==> config.mk <==
export PLATFORM = sky130hd
export DESIGN_NAME = tac_step_control
export DESIGN_NICKNAME = d
export VERILOG_FILES = /design/src/logic/tac_pkg.sv /design/src/logic/tac_step_control.sv /design/src/logic/tac_step_tick.sv
export VERILOG_INCLUDE_DIRS = /design/src /design/src/logic
export SDC_FILE = /design/constraint.sdc
export NUM_CORES = 1
export LEC_CHECK = 0
export ABC_AREA = 1
export BUFFER_PORTS_ARGS = -buffer_cell sky130_fd_sc_hd__buf_2
export CAP_MARGIN = 20
export CORE_MARGIN = 2
export CORE_UTILIZATION = 50
export CTS_CLUSTER_DIAMETER = 60
export DETAILED_ROUTE_END_ITERATION = 16
export PLACE_DENSITY = 0.73
export SYNTH_ARGS = -nofsm -noshare
export SYNTH_HDL_FRONTEND = slang
export SYNTH_SLANG_ARGS = --single-unit
==> constraint.sdc <==
create_clock -name clk -period 3 [get_ports clk]
set_input_delay 0.45 -clock clk [delete_from_list [all_inputs] [get_ports clk]]
set_output_delay 0.45 -clock clk [all_outputs]
set_load 0.005 [all_outputs]
==> src/logic/tac_params.svh <==
// constants of the tracking converter step control
`ifndef TAC_PARAMS_SVH
`define TAC_PARAMS_SVH
`define TAC_POS_W        10
`define TAC_POS_MAX      10'h3FF
`define TAC_POS_MIN      10'h000
`define TAC_RELOAD_POS   10'h200
`define TAC_STOP_EDGES   2'h3
`define TAC_CLK_HZ       10000000
`define TAC_STEP_MAX_HZ  1000
`define TAC_STEP_DIV     (`TAC_CLK_HZ / `TAC_STEP_MAX_HZ)
`define TAC_MAX_STEPS    (512 + 5)
`endif

==> src/logic/tac_pkg.sv <==
// types of the tracking converter step control
package tac_pkg;
    typedef enum logic [2:0] {
        TAC_IDLE = 3'h1,
        TAC_LOAD = 3'h2,
        TAC_STEP = 3'h4
    } tac_state_t;

    typedef struct packed {
        logic       busy;
        logic       done;
        logic [9:0] pos;
    } tac_status_t;
endpackage

==> src/logic/tac_step_control.sv <==
// tracking converter step control: start, reload, up/down stepping, stop
`timescale 1ns/1ps
`include "tac_params.svh"
module tac_step_control #(
    parameter int                 STEP_DIV  = `TAC_STEP_DIV,
    parameter logic [`TAC_POS_W-1:0] RELOAD_POS = `TAC_RELOAD_POS
) (
    input  wire logic                  clk,
    input  wire logic                  nrst,
    input  wire logic                  start,
    input  wire logic                  auto_reload,
    input  wire logic                  level_comparator,
    output logic                       step_pulse,
    output logic                       step_up,
    output logic [`TAC_POS_W-1:0]      position,
    output logic                       busy,
    output logic                       done,
    output tac_pkg::tac_status_t       status
);
    logic                  rst_meta_ff;
    logic                  rst_sync_ff;
    tac_pkg::tac_state_t   state_ff;
    tac_pkg::tac_state_t   nxt_state;
    logic                  start_d_ff;
    logic                  cmp_d_ff;
    logic [1:0]            rise_cnt_ff;
    logic [9:0]            step_cnt_ff;
    logic [`TAC_POS_W-1:0] pos_ff;
    logic                  tick;
    logic                  start_rise;
    logic                  cmp_rise;
    logic                  stop_on_rise;
    logic                  stop_on_guard;
    logic                  stop_now;
    logic                  stepping;
    logic                  step_now;
    logic                  will_be_busy;

    function automatic logic [`TAC_POS_W-1:0] sat_step(
        input logic [`TAC_POS_W-1:0] p,
        input logic                  up
    );
        if (up)
            sat_step = (p == `TAC_POS_MAX) ? p : p + 10'h001;
        else
            sat_step = (p == `TAC_POS_MIN) ? p : p - 10'h001;
    endfunction

    // true while the wiper is being moved; shared by counters, position and outputs
    function automatic logic is_stepping(
        input tac_pkg::tac_state_t s
    );
        is_stepping = (s == tac_pkg::TAC_STEP);
    endfunction

    // idle is the only state in which no conversion is in progress
    function automatic logic is_active(
        input tac_pkg::tac_state_t s
    );
        is_active = (s != tac_pkg::TAC_IDLE);
    endfunction

    // every flop behind rst_sync_ff leaves reset on the same edge, whatever the phase of nrst
    always_ff @(posedge clk or negedge nrst)
    begin
        if (!nrst)
        begin
            rst_meta_ff <= 1'b0;
            rst_sync_ff <= 1'b0;
        end
        else
        begin
            rst_meta_ff <= 1'b1;
            rst_sync_ff <= rst_meta_ff;
        end
    end

    // the divider only runs while stepping, so the first step is a full period late
    tac_step_tick #(
        .DIV (STEP_DIV)
    ) u_tick (
        .clk   (clk),
        .rst_n (rst_sync_ff),
        .run   (stepping),
        .tick  (tick)
    );

    assign stepping      = is_stepping(state_ff);
    assign will_be_busy  = is_active(nxt_state);
    assign start_rise    = start && !start_d_ff;
    // a comparator rise is seen in the cycle it happens, against the previous level held in cmp_d_ff
    assign cmp_rise      = level_comparator && !cmp_d_ff;
    // the third rise ends the conversion: two are already counted when it arrives
    assign stop_on_rise  = cmp_rise && (rise_cnt_ff == `TAC_STOP_EDGES - 2'h1);
    // the step guard is a backstop; the analog loop should stop far sooner,
    // but a stuck or saturated input would otherwise step forever
    assign stop_on_guard = (step_cnt_ff == 10'(`TAC_MAX_STEPS));
    assign stop_now      = stop_on_rise || stop_on_guard;
    // no step is taken in the cycle that stops, so the final position stands
    assign step_now      = stepping && tick && !stop_now;

    // both delay flops reset low, the idle level of start and of a low comparator
    always_ff @(posedge clk or negedge rst_sync_ff)
    begin
        if (!rst_sync_ff)
        begin
            start_d_ff <= 1'b0;
            cmp_d_ff   <= 1'b0;
        end
        else
        begin
            start_d_ff <= start;
            cmp_d_ff   <= level_comparator;
        end
    end

    // only idle looks at start, so start edges during a conversion are ignored
    always_comb
    begin
        nxt_state = state_ff;
        case (state_ff)
            tac_pkg::TAC_IDLE:
                if (start_rise)
                    nxt_state = auto_reload ? tac_pkg::TAC_LOAD : tac_pkg::TAC_STEP;
            tac_pkg::TAC_LOAD:
                nxt_state = tac_pkg::TAC_STEP;
            tac_pkg::TAC_STEP:
                if (stop_now)
                    nxt_state = tac_pkg::TAC_IDLE;
            default:
                nxt_state = tac_pkg::TAC_IDLE;
        endcase
    end

    always_ff @(posedge clk or negedge rst_sync_ff)
    begin
        if (!rst_sync_ff)
            state_ff <= tac_pkg::TAC_IDLE;
        else
            state_ff <= nxt_state;
    end

    // rising edges and steps are counted per conversion
    always_ff @(posedge clk or negedge rst_sync_ff)
    begin
        if (!rst_sync_ff)
        begin
            rise_cnt_ff <= 2'h0;
            step_cnt_ff <= 10'h000;
        end
        else if (!stepping)
        begin
            rise_cnt_ff <= 2'h0;
            step_cnt_ff <= 10'h000;
        end
        else
        begin
            if (cmp_rise)
                rise_cnt_ff <= rise_cnt_ff + 2'h1;
            if (tick)
                step_cnt_ff <= step_cnt_ff + 10'h001;
        end
    end

    // position is not touched on start without reload, so it carries over
    always_ff @(posedge clk or negedge rst_sync_ff)
    begin
        if (!rst_sync_ff)
            pos_ff <= RELOAD_POS;
        else if (state_ff == tac_pkg::TAC_LOAD)
            pos_ff <= RELOAD_POS;
        else if (step_now)
            pos_ff <= sat_step(pos_ff, !level_comparator);
    end

    // strobe and direction travel together so the far side sees a matched pair
    always_ff @(posedge clk or negedge rst_sync_ff)
    begin
        if (!rst_sync_ff)
        begin
            step_pulse <= 1'b0;
            step_up    <= 1'b0;
        end
        else
        begin
            step_pulse <= step_now;
            step_up    <= !level_comparator;
        end
    end

    // the visible position lags the counter by one cycle, so it moves in the cycle after step_pulse
    always_ff @(posedge clk or negedge rst_sync_ff)
    begin
        if (!rst_sync_ff)
            position <= RELOAD_POS;
        else
            position <= pos_ff;
    end

    // busy follows the next state so it rises in the cycle after the start edge
    always_ff @(posedge clk or negedge rst_sync_ff)
    begin
        if (!rst_sync_ff)
        begin
            busy <= 1'b0;
            done <= 1'b0;
        end
        else
        begin
            busy <= will_be_busy;
            done <= stepping && stop_now;
        end
    end

    // the status word repeats busy, done and position for a consumer that wants one bus; reset clears its pos to 0, not RELOAD_POS
    always_ff @(posedge clk or negedge rst_sync_ff)
    begin
        if (!rst_sync_ff)
            status <= '0;
        else
            status <= '{busy: will_be_busy,
                        done: stepping && stop_now,
                        pos:  pos_ff};
    end
endmodule

==> src/logic/tac_step_tick.sv <==
// stepping clock divider: one-cycle tick at most once per period
`timescale 1ns/1ps
`include "tac_params.svh"
module tac_step_tick #(
    parameter int DIV = `TAC_STEP_DIV
) (
    input  wire logic clk,
    input  wire logic rst_n,
    input  wire logic run,
    output logic      tick
);
    logic [31:0] cnt_ff;

    // the tick period never falls below DIV cycles, capping the rate
    always_ff @(posedge clk or negedge rst_n)
    begin
        if (!rst_n)
        begin
            cnt_ff <= 32'h0;
            tick   <= 1'b0;
        end
        else if (!run)
        begin
            cnt_ff <= 32'h0;
            tick   <= 1'b0;
        end
        else if (cnt_ff == 32'(DIV - 1))
        begin
            cnt_ff <= 32'h0;
            tick   <= 1'b1;
        end
        else
        begin
            cnt_ff <= cnt_ff + 32'h1;
            tick   <= 1'b0;
        end
    end
endmodule

==> Word-level counts from Yosys, hierarchy flattened <==
Cells that the tools add are included.
{ "totals": {"out_inout_bits": 26, "register_bits": 86, "in_bits": 5, "mem_bits_rw": 0, "mem_bits_ro": 0, "latch_bits": 0, "n_memories": 0, "elab_cells": 64} }
{ "classes": {"n_addsub": 5, "n_mux": 17, "bitwise": 0, "shift": 0, "div": 0, "n_reduce_logical": 14, "eq_ne": 12, "order_cmp": 0, "multipliers": 0} }
{ "op_table": {"columns": ["op", "n"], "rows": [
  ["$mux 10", 7],
  ["$mux 32", 2],
  ["$add 32x1->32 const B", 1],
  ["$eq 32x14->1 const B", 1],
  ["$add 10x1->10 const B", 2],
  ["$eq 10x10->1 const B", 2],
  ["$logic_not 10->1", 1],
  ["$sub 10x1->10 const B", 1],
  ["$mux 3", 3],
  ["$pmux 3 s3", 1],
  ["$logic_and 1x1->1", 6],
  ["$ne 3x3->1 const B", 2],
  ["$logic_not 1->1", 4],
  ["$mux 2", 2],
  ["$eq 3x1->1 const B", 1],
  ["$eq 3x2->1 const B", 1],
  ["$eq 3x3->1 const B", 1],
  ["$ne 3x1->1 const B", 1],
  ["$reduce_and 3->1", 1],
  ["$add 2x1->2 const B", 1],
  ["$eq 2x2->1 const B", 1],
  ["$mux 1", 2],
  ["$ne 2x1->1 const B", 1],
  ["$ne 2x2->1 const B", 1],
  ["other kinds (2)", 2]
]} }

==> Longest topological paths before layout <==
Gate-level depths: netlist of run 1.
{ "logic_depth": {"depth_word": 8, "depth_mapped": 11, "ltp_nobuf": 11} }

==> By module <==
From an unflattened synthesis of run 1, not the netlist that was laid out.
{ "hier_totals": {"hier_cells": 589, "area_unflattened_um2": 4365.4} }
{ "modules_own_cells": {"columns": ["module", "cells_each", "area_per_inst_um2", "seq_area_each_um2", "instances"], "rows": [
  ["tac_step_control", 283, 2332.2, 1104.8, 1],
  ["tac_step_tick", 306, 2033.2, 825.8, 1]
]} }

==> Worst setup path after synthesis of run 1 <==
No wires, ideal clock.
{ "synth_timing": {"path_type": "input to register", "from": "input port level_comparator", "to": "register pos_ff[8]", "stages": 10, "path_buffers": 0, "required_ps": 2883, "setup_time_ps": 117, "arrival_ps": 1508, "slack_ps": 1375, "path_cell_list": "inv_1 > fa_1 > inv_1 > nand3_1 > nand2_1 > nand4_1 > nand2_1 > nand2_1 > nand3_1 > nand2_1"} }
{ "synth_via": {"elab_chain_cells": 7, "word_cells_on_any_way": 12, "cone_classes": "eq/ne: 2; mux: 3; reduce/logical: 7"} }
{ "synth_lines": {"columns": ["element", "line_no", "rtl"], "rows": [
  ["from (decl)", "tac_step_control.sv:12", "input wire logic level_comparator,"],
  ["$logic_and 1x1->1", "tac_step_control.sv:92", "assign cmp_rise = level_comparator && !cmp_d_ff;"],
  ["$logic_and 1x1->1", "tac_step_control.sv:94", "assign stop_on_rise = cmp_rise && (rise_cnt_ff == `TAC_STOP_EDGES - 2'h1);"],
  ["$logic_or 1x1->1", "tac_step_control.sv:98", "assign stop_now = stop_on_rise || stop_on_guard;"],
  ["$logic_not 1->1", "tac_step_control.sv:100", "assign step_now = stepping && tick && !stop_now;"],
  ["$logic_and 1x1->1", "tac_step_control.sv:100", null],
  ["$reduce_bool 2->1 (no source line)", null, null],
  ["$reduce_and 3->1 (no source line)", null, null],
  ["to (signal assigned)", "tac_step_control.sv:173", "pos_ff <= sat_step(pos_ff, !level_comparator);"],
  ["to (decl)", "tac_step_control.sv:28", "logic [`TAC_POS_W-1:0] pos_ff;"]
]} }
Parallel ways exist; a longest one is shown, timed or not. The select of a mux whose other input is x is not followed.
A chain may end at the register's enable or synchronous reset.

==> Worst setup path in the final report of run 1 <==
{ "layout_timing": {"from": "register u_tick.cnt_ff[0]", "to": "register u_tick.cnt_ff[16]"} }
{ "layout_via": {"elab_chain_cells": 3, "word_cells_on_any_way": 4, "cone_classes": "add/sub: 1; eq/ne: 1; mux: 2"} }
{ "layout_lines": {"columns": ["element", "line_no", "rtl"], "rows": [
  ["from (decl)", "tac_step_tick.sv:12", "logic [31:0] cnt_ff;"],
  ["from (signal assigned)", "tac_step_tick.sv:34", "cnt_ff <= cnt_ff + 32'h1;"],
  ["$add 32x1->32 / $eq 32x14->1 (equally long branches)", "tac_step_tick.sv:34, tac_step_tick.sv:27", null],
  ["$mux 32 *", "tac_step_tick.sv:27", "else if (cnt_ff == 32'(DIV - 1))"],
  ["$mux 32 *", "tac_step_tick.sv:22", "else if (!run)"]
]} }
Mark *: on every way between the ends. The rest lies on a longest branch, timed or not.

==> summary.txt, run 1 <==
DRT
------------------------------------------------------------------------------------------
Drt total wl ................................................................      9640 um
Detailed-routing iteration count for the pre-antenna-repair pass ............            5
Drt drc .....................................................................            0
Antenna-violating nets left .................................................            0
Per-cell via count in the routed design .....................................         5.11
Number of vias after detailed routing .......................................        3,800
Number of violations reported at the end of detailed-routing iteration 0 ....          129
Detail-routed net length per standard cell ..................................      13.0 um

PWR
------------------------------------------------------------------------------------------
Net switching power of the design ...........................................       618 uW
Internal power contribution .................................................      1710 uW
Sequential power share ......................................................        49.6%
Worst VDD drop ..............................................................   0.000318 V
Power per Cell Area .........................................................  481 nW/um^2
Clock power frac ............................................................        38.7%
Static leakage power ........................................................   0.00222 uW
Net switching fraction of the power .........................................        26.5%
Combinational fraction of design power ......................................        11.7%

DIE
------------------------------------------------------------------------------------------
Standard-cell rows ..........................................................           34
Core Area ...................................................................   8640 sq um
Die Span Y ..................................................................      97.9 um
Die extent in x .............................................................      97.9 um
Initial core utilization ....................................................        51.0%
Die Area ....................................................................   9580 sq um
I/O pins ....................................................................           31

CLOCKING
------------------------------------------------------------------------------------------
Inserted Clock Buffers ......................................................            9
Clk Tree Root Cell ..........................................................     clkbuf_8
Insertion delay of the later-clocked pin in the worst-skew pair .............      0.35 ns
TritonCTS clock tree ........................................................        built
Count of clock tree sinks ...................................................           77
Count of buffers added by post-CTS timing repair for setup ..................            0
Clock H-tree levels .........................................................            3
Number of gates resized after CTS ...........................................            0
Clock transition at the registers of the reported paths .....................      0.08 ns
Clock Path Buffers ..........................................................            2

FINAL LAYOUT
------------------------------------------------------------------------------------------
Post-Layout Inst Area .......................................................   4840 sq um
Layout filler cell count ....................................................          838
Total Nets Final ............................................................          648
Most common cell after layout, fill and taps aside ..........................      nand2_1
P&R area growth vs syn ......................................................        9.88%
Area of all sequential standard cells .......................................   1930 sq um
Leading cell types in the layout, fill and taps excluded .................... 168 x nand2_1, 117 x nor2_1, 73 x dfrtp_1
Area taken by multi-input logic gates .......................................   2110 sq um
Share of final-layout standard cells stronger than drive strength 1 .........        10.4%
Diodes inserted .............................................................            0

RUN
------------------------------------------------------------------------------------------
Number of maximum-capacitance constraint violations .........................            0

YOSYS
------------------------------------------------------------------------------------------
Synth warnings ..............................................................            0
Count of cell types in the netlist ..........................................           38
Share of synthesized cell area in full adder, half adder and majority cells .        3.86%
Multiplexer fraction of the synthesized cell area ...........................           0%
Proportion of synthesized chip area in sequential cells .....................        43.8%
Share of synthesized registers carrying an async set or reset ...............         100%
Number of enable-type register cells in the synthesized netlist .............            0
Synthesized-area fraction occupied by ao, oa, aoi and oai cells .............        3.58%
Cell area after technology mapping ..........................................   4410 sq um
Most instantiated flip-flop cell in the synthesis netlist ...................      dfrtp_1
Simple-Gate Fraction of Synth Area ..........................................        37.0%
Main combinational cell family by area after synthesis ...................... simple AND/OR/NAND/NOR gates
Mean post-synth cell area ...................................................   7.32 sq um
Post-synthesis sequential element count .....................................           77
Gate count of the mapped netlist ............................................          602
Syn Nets ....................................................................          620
Area share of xor/xnor cells in the synthesized design ......................        3.38%

WORST HOLD PATH
------------------------------------------------------------------------------------------
Launch point of the worst hold path .........................................        start
Worst Hold Depth ............................................................            1
Hold path endpoint .......................................................... start_d_ff$_DFF_PN0_
Class of the worst hold path ................................................ input pin to flop

TIMING
------------------------------------------------------------------------------------------
RSZ-0062 raised after global routing ........................................        false
Pin slew with the least headroom to its limit ...............................     0.931 ns
Tmin final ..................................................................      1.92 ns
Final cycle utilization of the critical path ................................        64.1%
Headroom to the max-slew limit ..............................................        37.9%
Upper clock frequency limit .................................................      520 MHz
Setup violators final .......................................................            0
Final Slew Violations .......................................................            0
Number of failing hold endpoints at the final stage .........................            0
Final-layout worst hold slack ...............................................     0.210 ns
Total negative slack for setup checks .......................................         0 ns
Worst clock skew ............................................................   0.00869 ns

PLACEMENT
------------------------------------------------------------------------------------------
Port bufs ...................................................................           30
Placement Cell Area .........................................................   4600 sq um
Routability Congestion ......................................................        0.931
Half-perimeter wire length after detailed placement .........................      7160 um

WORST SETUP PATH
------------------------------------------------------------------------------------------
Crit path required time .....................................................      3.23 ns
Worst r2r path cells ........................................................            7
Worst reg2reg endpoint ...................................................... u_tick.cnt_ff[16]$_DFF_PN0_
Setup slack of the worst register-to-register path ..........................      1.08 ns
Endpoint arrival time on the critical path ..................................      2.16 ns
Critical path endpoint category .............................................         flop
Worst reg2reg path startpoint ............................................... u_tick.cnt_ff[0]$_DFF_PN0_
Highest fanout seen on the critical path ....................................            6
Startpoint type of the worst setup path .....................................         flop
Worst setup path class ...................................................... flop to flop

GLOBAL ROUTING
------------------------------------------------------------------------------------------
Global-route congestion overflow total ......................................            0
Pin count of the biggest net entering global routing ........................           76
Wire length of the first global-routing pass ................................    17,000 um
Vias in the first global route ..............................................        3,714
All-layer global routing usage ..............................................        21.9%
Antenna violations before repair ............................................            0

RUN STATUS
------------------------------------------------------------------------------------------
Outcome ..................................................................... finished clean

-- state kept, by name (all words and copies together) (netlist names) --
signal         count
rise_cnt_ff        2
rst_meta_ff        1
pos_ff            10
cmp_d_ff           1
step_pulse         1
position           1
status            12
state_ff           3
u_tick.tick        1
u_tick.cnt_ff     32
step_up            1
rst_sync_ff        1
start_d_ff         1
step_cnt_ff       10
-- worst max-delay path, cell delays in order (launching register included) --
cell and delay (ns):
dfrtp_1 0.42, ha_1 0.34, nand3_1 0.19, inv_1 0.20, nand2_1 0.18, nor2_1 0.24
xor2_1 0.17, nor2_1 0.05
-- power groups by stage --
| stage | Combinational, uW | Sequential, uW | Clock (uW) |
|---|---|---|---|
| final | 273 | 1160 | 902 |
| after global routing | 307 | 1170 | 970 |
| after CTS | 273 | 1160 | 932 |
| after detailed placement | 271 | 1180 | 0 |
| after global placement | 263 | 1180 | 0 |
| after floorplan | 215 | 1160 | 0 |
-- worst max-delay path by stage --
stage	start	end	slack (ns)	depth (start not counted)
global route	u_tick.cnt_ff[0]$_DFF_PN0_	u_tick.cnt_ff[16]$_DFF_PN0_	0.94	7
finish	u_tick.cnt_ff[0]$_DFF_PN0_	u_tick.cnt_ff[16]$_DFF_PN0_	1.08	7
detailed placement	level_comparator	pos_ff[8]$_DFFE_PN0P_	0.92	11
global placement	level_comparator	pos_ff[8]$_DFFE_PN0P_	0.96	11
floorplan	rst_sync_ff$_DFF_PN0_	cmp_d_ff$_DFF_PN0_	0.70	0
CTS	u_tick.cnt_ff[0]$_DFF_PN0_	u_tick.cnt_ff[16]$_DFF_PN0_	1.13	7
-- cells in the mapped netlist, drive strengths merged, types with 3 or more instances --
cell type | n | area (sq um)
a21oi | 17 | 85.1
or2 | 3 | 18.8
inv | 67 | 251
dfrtp | 74 | 1850
nand4 | 14 | 87.6
nand3 | 35 | 185
nor3 | 28 | 155
buf | 14 | 101
nand3b | 3 | 22.5
nor2 | 123 | 487
xnor2 | 5 | 43.8
nand2 | 170 | 643
o21ai | 7 | 35.0
dfstp | 3 | 78.8
xor2 | 12 | 105
ha | 12 | 150
-- logic make-up (layout without fill, tap and decap cells) --
family          Yosys count  after routing
fa+ha+maj                13             13
buf+inv                  84            117
other cells               1              1
flops                    77             77
xor+xnor                 17             17
simple gates            381            381
compound gates           29             29
-- final cells by class --
cell class | instances | area share (%)
flip-flops and latches | 77 | 39.9
repair buffers | 32 | 3.46
inverters | 69 | 5.35
well taps | 108 | 2.79
clock buffers | 11 | 3.13
clock inverters | 5 | 1.70
multi-input cells | 441 | 43.6
-- repair_timing --
| action | 4_1_cts | 5_1_grt |
|---|---|---|
| hold buffers | 1 | 0 |
| setup endpoints to repair | 0 | 0 |
| hold endpoints to repair | 2 | 0 |
-- metal layers --
metal / up-vias / track usage, % / part of all wire [%] / wire length (um)
met4: 0 / 10.3 / 2.8 / 267
met1: 1750 / 28.8 / 46 / 4440
li1: 1936 / - / - / -
met2: 91 / 35.5 / 47 / 4520
met3: 23 / 3.87 / 4.2 / 404
met5: - / 0 / 0 / 0
-- stage by stage --
step           power, uW  setup WS, ns  util (%)  instances
5_1_grt             2440         0.935      56.1        743
2_1_floorplan       1370         0.702         -        602
3_5_place_dp        1450         0.919      53.3        726
6_report            2330          1.08      56.1        743
3_3_place_gp        1440         0.959      53.3        726
4_1_cts             2360          1.13      56.1        743
Power figures use the tool's default switching activity.
==> inputs of run 2 (changes only) <==
Settings changed: PLACE_DENSITY 0.73 to 0.76.
Clock period 3 ns to 1.75 ns, I/O delays scaled along.
==> run 2 against run 1 <==
Compared with the run above:
- via count grew 2.7%
- cell area grew 2.9%
- first-iteration DRC count grew 48%
- register-to-register slack lost 0.98 ns
- count of clock-buffer cells in the layout shrank 2
- highest routed layer unchanged
- largest cell class unchanged
- critical path type unchanged
==> summary.txt, run 2 (synthesized netlist as in run 1, its figures left out) <==
PLACEMENT
---------------------------------------------------------------------------------------
Post-placement setup slack ...............................................   0.00336 ns   -0.916 ns
Port bufs ................................................................           30   unchanged
Routability Congestion ...................................................        0.968   +4.0%
Cell total after placement ...............................................          744   +2.5%
Half-perimeter wire length after detailed placement ......................      7420 um   +3.7%

TIMING
---------------------------------------------------------------------------------------
Setup violators final ....................................................            0   unchanged
Worst clock skew .........................................................    0.0117 ns   +0.00301 ns
Final Slew Violations ....................................................            0   unchanged
Number of failing hold endpoints at the final stage ......................            0   unchanged
RSZ-0062 raised after global routing .....................................        false
Upper clock frequency limit ..............................................      605 MHz   +16%
Final-layout worst hold slack ............................................     0.187 ns   -0.0233 ns
Total negative slack for setup checks ....................................         0 ns   unchanged
Final worst-path setup slack .............................................    0.0981 ns   -0.979 ns
Tmin final ...............................................................      1.65 ns   -0.271 ns
Final cycle utilization of the critical path .............................        94.4%   +30 points

FINAL LAYOUT
---------------------------------------------------------------------------------------
Total Nets Final .........................................................          669   +3.2%
Registers with the most flip-flops ....................................... u_tick.cnt_ff: 32 flops, status: 12 flops
Most common cell after layout, fill and taps aside .......................      nand2_1
Layout filler cell count .................................................          819   -2.3%
Diodes inserted ..........................................................            0   unchanged
Number of flip-flops under the largest register name .....................           32   unchanged
Register ranked first by flip-flop count ................................. u_tick.cnt_ff
Leading cell types in the layout, fill and taps excluded ................. 168 x nand2_1, 117 x nor2_1, 73 x dfrtp_1
Area taken by multi-input logic gates ....................................   2110 sq um   unchanged
P&R area growth vs syn ...................................................        13.0%
Area of all sequential standard cells ....................................   1930 sq um   unchanged
Finished Layout Cells ....................................................          764   +2.8%
Share of final-layout standard cells stronger than drive strength 1 ......        13.1%   +2.7 points

CLOCKING
---------------------------------------------------------------------------------------
Count of clock tree sinks ................................................           77   unchanged
TritonCTS clock tree .....................................................        built
Insertion delay of the later-clocked pin in the worst-skew pair ..........      0.36 ns   about the same
Inserted Clock Buffers ...................................................            9   unchanged
Clock transition at the registers of the reported paths ..................      0.10 ns   +0.02 ns
Clk Tree Root Cell .......................................................     clkbuf_8
Number of gates resized after CTS ........................................            0   unchanged
Clock H-tree levels ......................................................            3   unchanged
Clock Path Buffers .......................................................            2   unchanged

PWR
---------------------------------------------------------------------------------------
Net switching power of the design ........................................      1200 uW   +94%
Combinational fraction of design power ...................................        15.4%   +3.7 points
Power per Cell Area ......................................................  776 nW/um^2   +61%
Static leakage power .....................................................   0.00232 uW   +4.3%
Sequential power share ...................................................        49.6%   about the same
Net switching fraction of the power ......................................        30.9%   +4.4 points
Total chip power .........................................................      3870 uW   +66%
Clock power frac .........................................................        35.0%   -3.7 points
Internal power contribution ..............................................      2670 uW   +56%
Worst VDD drop ...........................................................   0.000535 V   +68%

WORST SETUP PATH
---------------------------------------------------------------------------------------
Worst setup path class ................................................... flop to flop
Worst Setup EP ........................................................... pos_ff[6]$_DFFE_PN0P_
Source of the critical timing path ....................................... pos_ff[3]$_DFFE_PN0P_
Setup slack of the worst register-to-register path .......................       0.1 ns   -0.98 ns
Worst reg2reg endpoint ................................................... pos_ff[6]$_DFFE_PN0P_
Worst r2r path cells .....................................................            8   +1
Critical path endpoint category ..........................................         flop
Highest fanout seen on the critical path .................................            5   -1
Crit path required time ..................................................      2.01 ns   -1.22 ns
Worst reg2reg path startpoint ............................................ pos_ff[3]$_DFFE_PN0P_
Startpoint type of the worst setup path ..................................         flop
Endpoint arrival time on the critical path ...............................      1.92 ns   -0.24 ns

DIE
---------------------------------------------------------------------------------------
Standard-cell rows .......................................................           34   unchanged
Initial core utilization .................................................        51.0%   unchanged
Die extent in x ..........................................................      97.9 um   unchanged
I/O pins .................................................................           31   unchanged
Core Area ................................................................   8640 sq um   unchanged
Die Area .................................................................   9580 sq um   unchanged
Die Span Y ...............................................................      97.9 um   unchanged

DRT
---------------------------------------------------------------------------------------
Metal3 WL ................................................................       447 um   +11%
Antenna-violating nets left ..............................................            0   unchanged
Wire length on met1 ......................................................      4360 um   -1.9%
Drt drc ..................................................................            0   unchanged
WL met2 ..................................................................      4670 um   +3.2%
Detailed-routing iteration count for the pre-antenna-repair pass .........            5   unchanged
Top layer reached by signal wires ........................................         met4
Number of violations reported at the end of detailed-routing iteration 0 .          191   +48%
Detail-routed net length per standard cell ...............................      12.7 um   -2.0%
Per-cell via count in the routed design ..................................         5.11   -0.11%
Drt total wl .............................................................      9710 um   +0.75%
Number of vias after detailed routing ....................................        3,903   +2.7%

RUN STATUS
---------------------------------------------------------------------------------------
Outcome .................................................................. finished clean

GLOBAL ROUTING
---------------------------------------------------------------------------------------
Global-route congestion overflow total ...................................            0   unchanged
Vias in the first global route ...........................................        3,923   +5.6%
Pin count of the biggest net entering global routing .....................           35   -54%
Antenna violations before repair .........................................            0   unchanged
All-layer global routing usage ...........................................        22.0%   +0.027 points
Wire length of the first global-routing pass .............................    17,200 um   +1.5%

RUN
---------------------------------------------------------------------------------------
Number of maximum-capacitance constraint violations ......................            0   unchanged

WORST HOLD PATH
---------------------------------------------------------------------------------------
Class of the worst hold path ............................................. input pin to flop

run 2: cell types whose count changed in the layout (fill, tap and decap cells not counted), sizes merged:
| cell | delta |
|---|---|
| clkbuf | -2 |
| buf | +20 |
| bufinv | -2 |
| dlygate4sd3 | +1 |
| inv | +4 |
run 2: what timing repair did:
| action | in CTS | in global routing |
|---|---|---|
| hold buffers | 2 | 0 |
| setup endpoints to repair | 0 | 7 |
| setup buffers | 0 | 2 |
| endpoints found under the hold margin | 3 | 0 |
run 2: how the worst min path moves through the flow:
| stage | start | endpoint | slack [ns] | depth (start not counted) |
|---|---|---|---|---|
| 4_1_cts | auto_reload | state_ff[1]$_DFF_PN0_ | 0.18 | 2 |
| 5_1_grt | auto_reload | state_ff[1]$_DFF_PN0_ | 0.18 | 2 |
| 2_1_floorplan | nrst | rst_meta_ff$_DFF_PN0_ | -0.03 | 0 |
| 6_report | auto_reload | state_ff[1]$_DFF_PN0_ | 0.19 | 2 |
| 3_5_place_dp | nrst | rst_meta_ff$_DFF_PN0_ | 0.05 | 1 |
| 3_3_place_gp | nrst | rst_meta_ff$_DFF_PN0_ | 0.05 | 1 |
run 2: through the flow:
| step | instance area [sq um] | utilization, % |
|---|---|---|
| floorplan | 4410 | - |
| global placement | 4750 | 55.0 |
| detailed placement | 4750 | 55.0 |
| CTS | 4970 | 57.5 |
| global route | 4980 | 57.7 |
| finish | 4980 | 57.7 |
run 2: final cells by class:
cell class / instances / share of cell area (%)
clock buffers: 9 / 2.49
clock inverters: 7 / 1.53
inverters: 69 / 5.20
multi-input cells: 441 / 42.4
flip-flops and latches: 77 / 38.8
well taps: 108 / 2.71
repair buffers: 53 / 6.83
run 2: power by group through the flow:
stage	Clock, uW	Combinational, uW	Sequential, uW
floorplan	0	369	1980
global placement	0	580	1950
detailed placement	0	591	1960
CTS	1390	598	1920
global route	1470	687	1930
finish	1350	594	1920
run 2: critical path, stage by stage, from the launching register on:
cell,delay [ns]
dfrtp_1,0.40
ha_1,0.33
a21oi_1,0.17
nand2_1,0.12
nand2_1,0.08
nand2_1,0.05
or2_2,0.27
nand3_1,0.08
nand2_1,0.05
run 2: routing by layer:
layer,track usage (%),up-vias
li1,-,1980
met1,26.8,1803
met2,37.1,101
met3,5.44,19
met4,9.29,0
met5,0,-
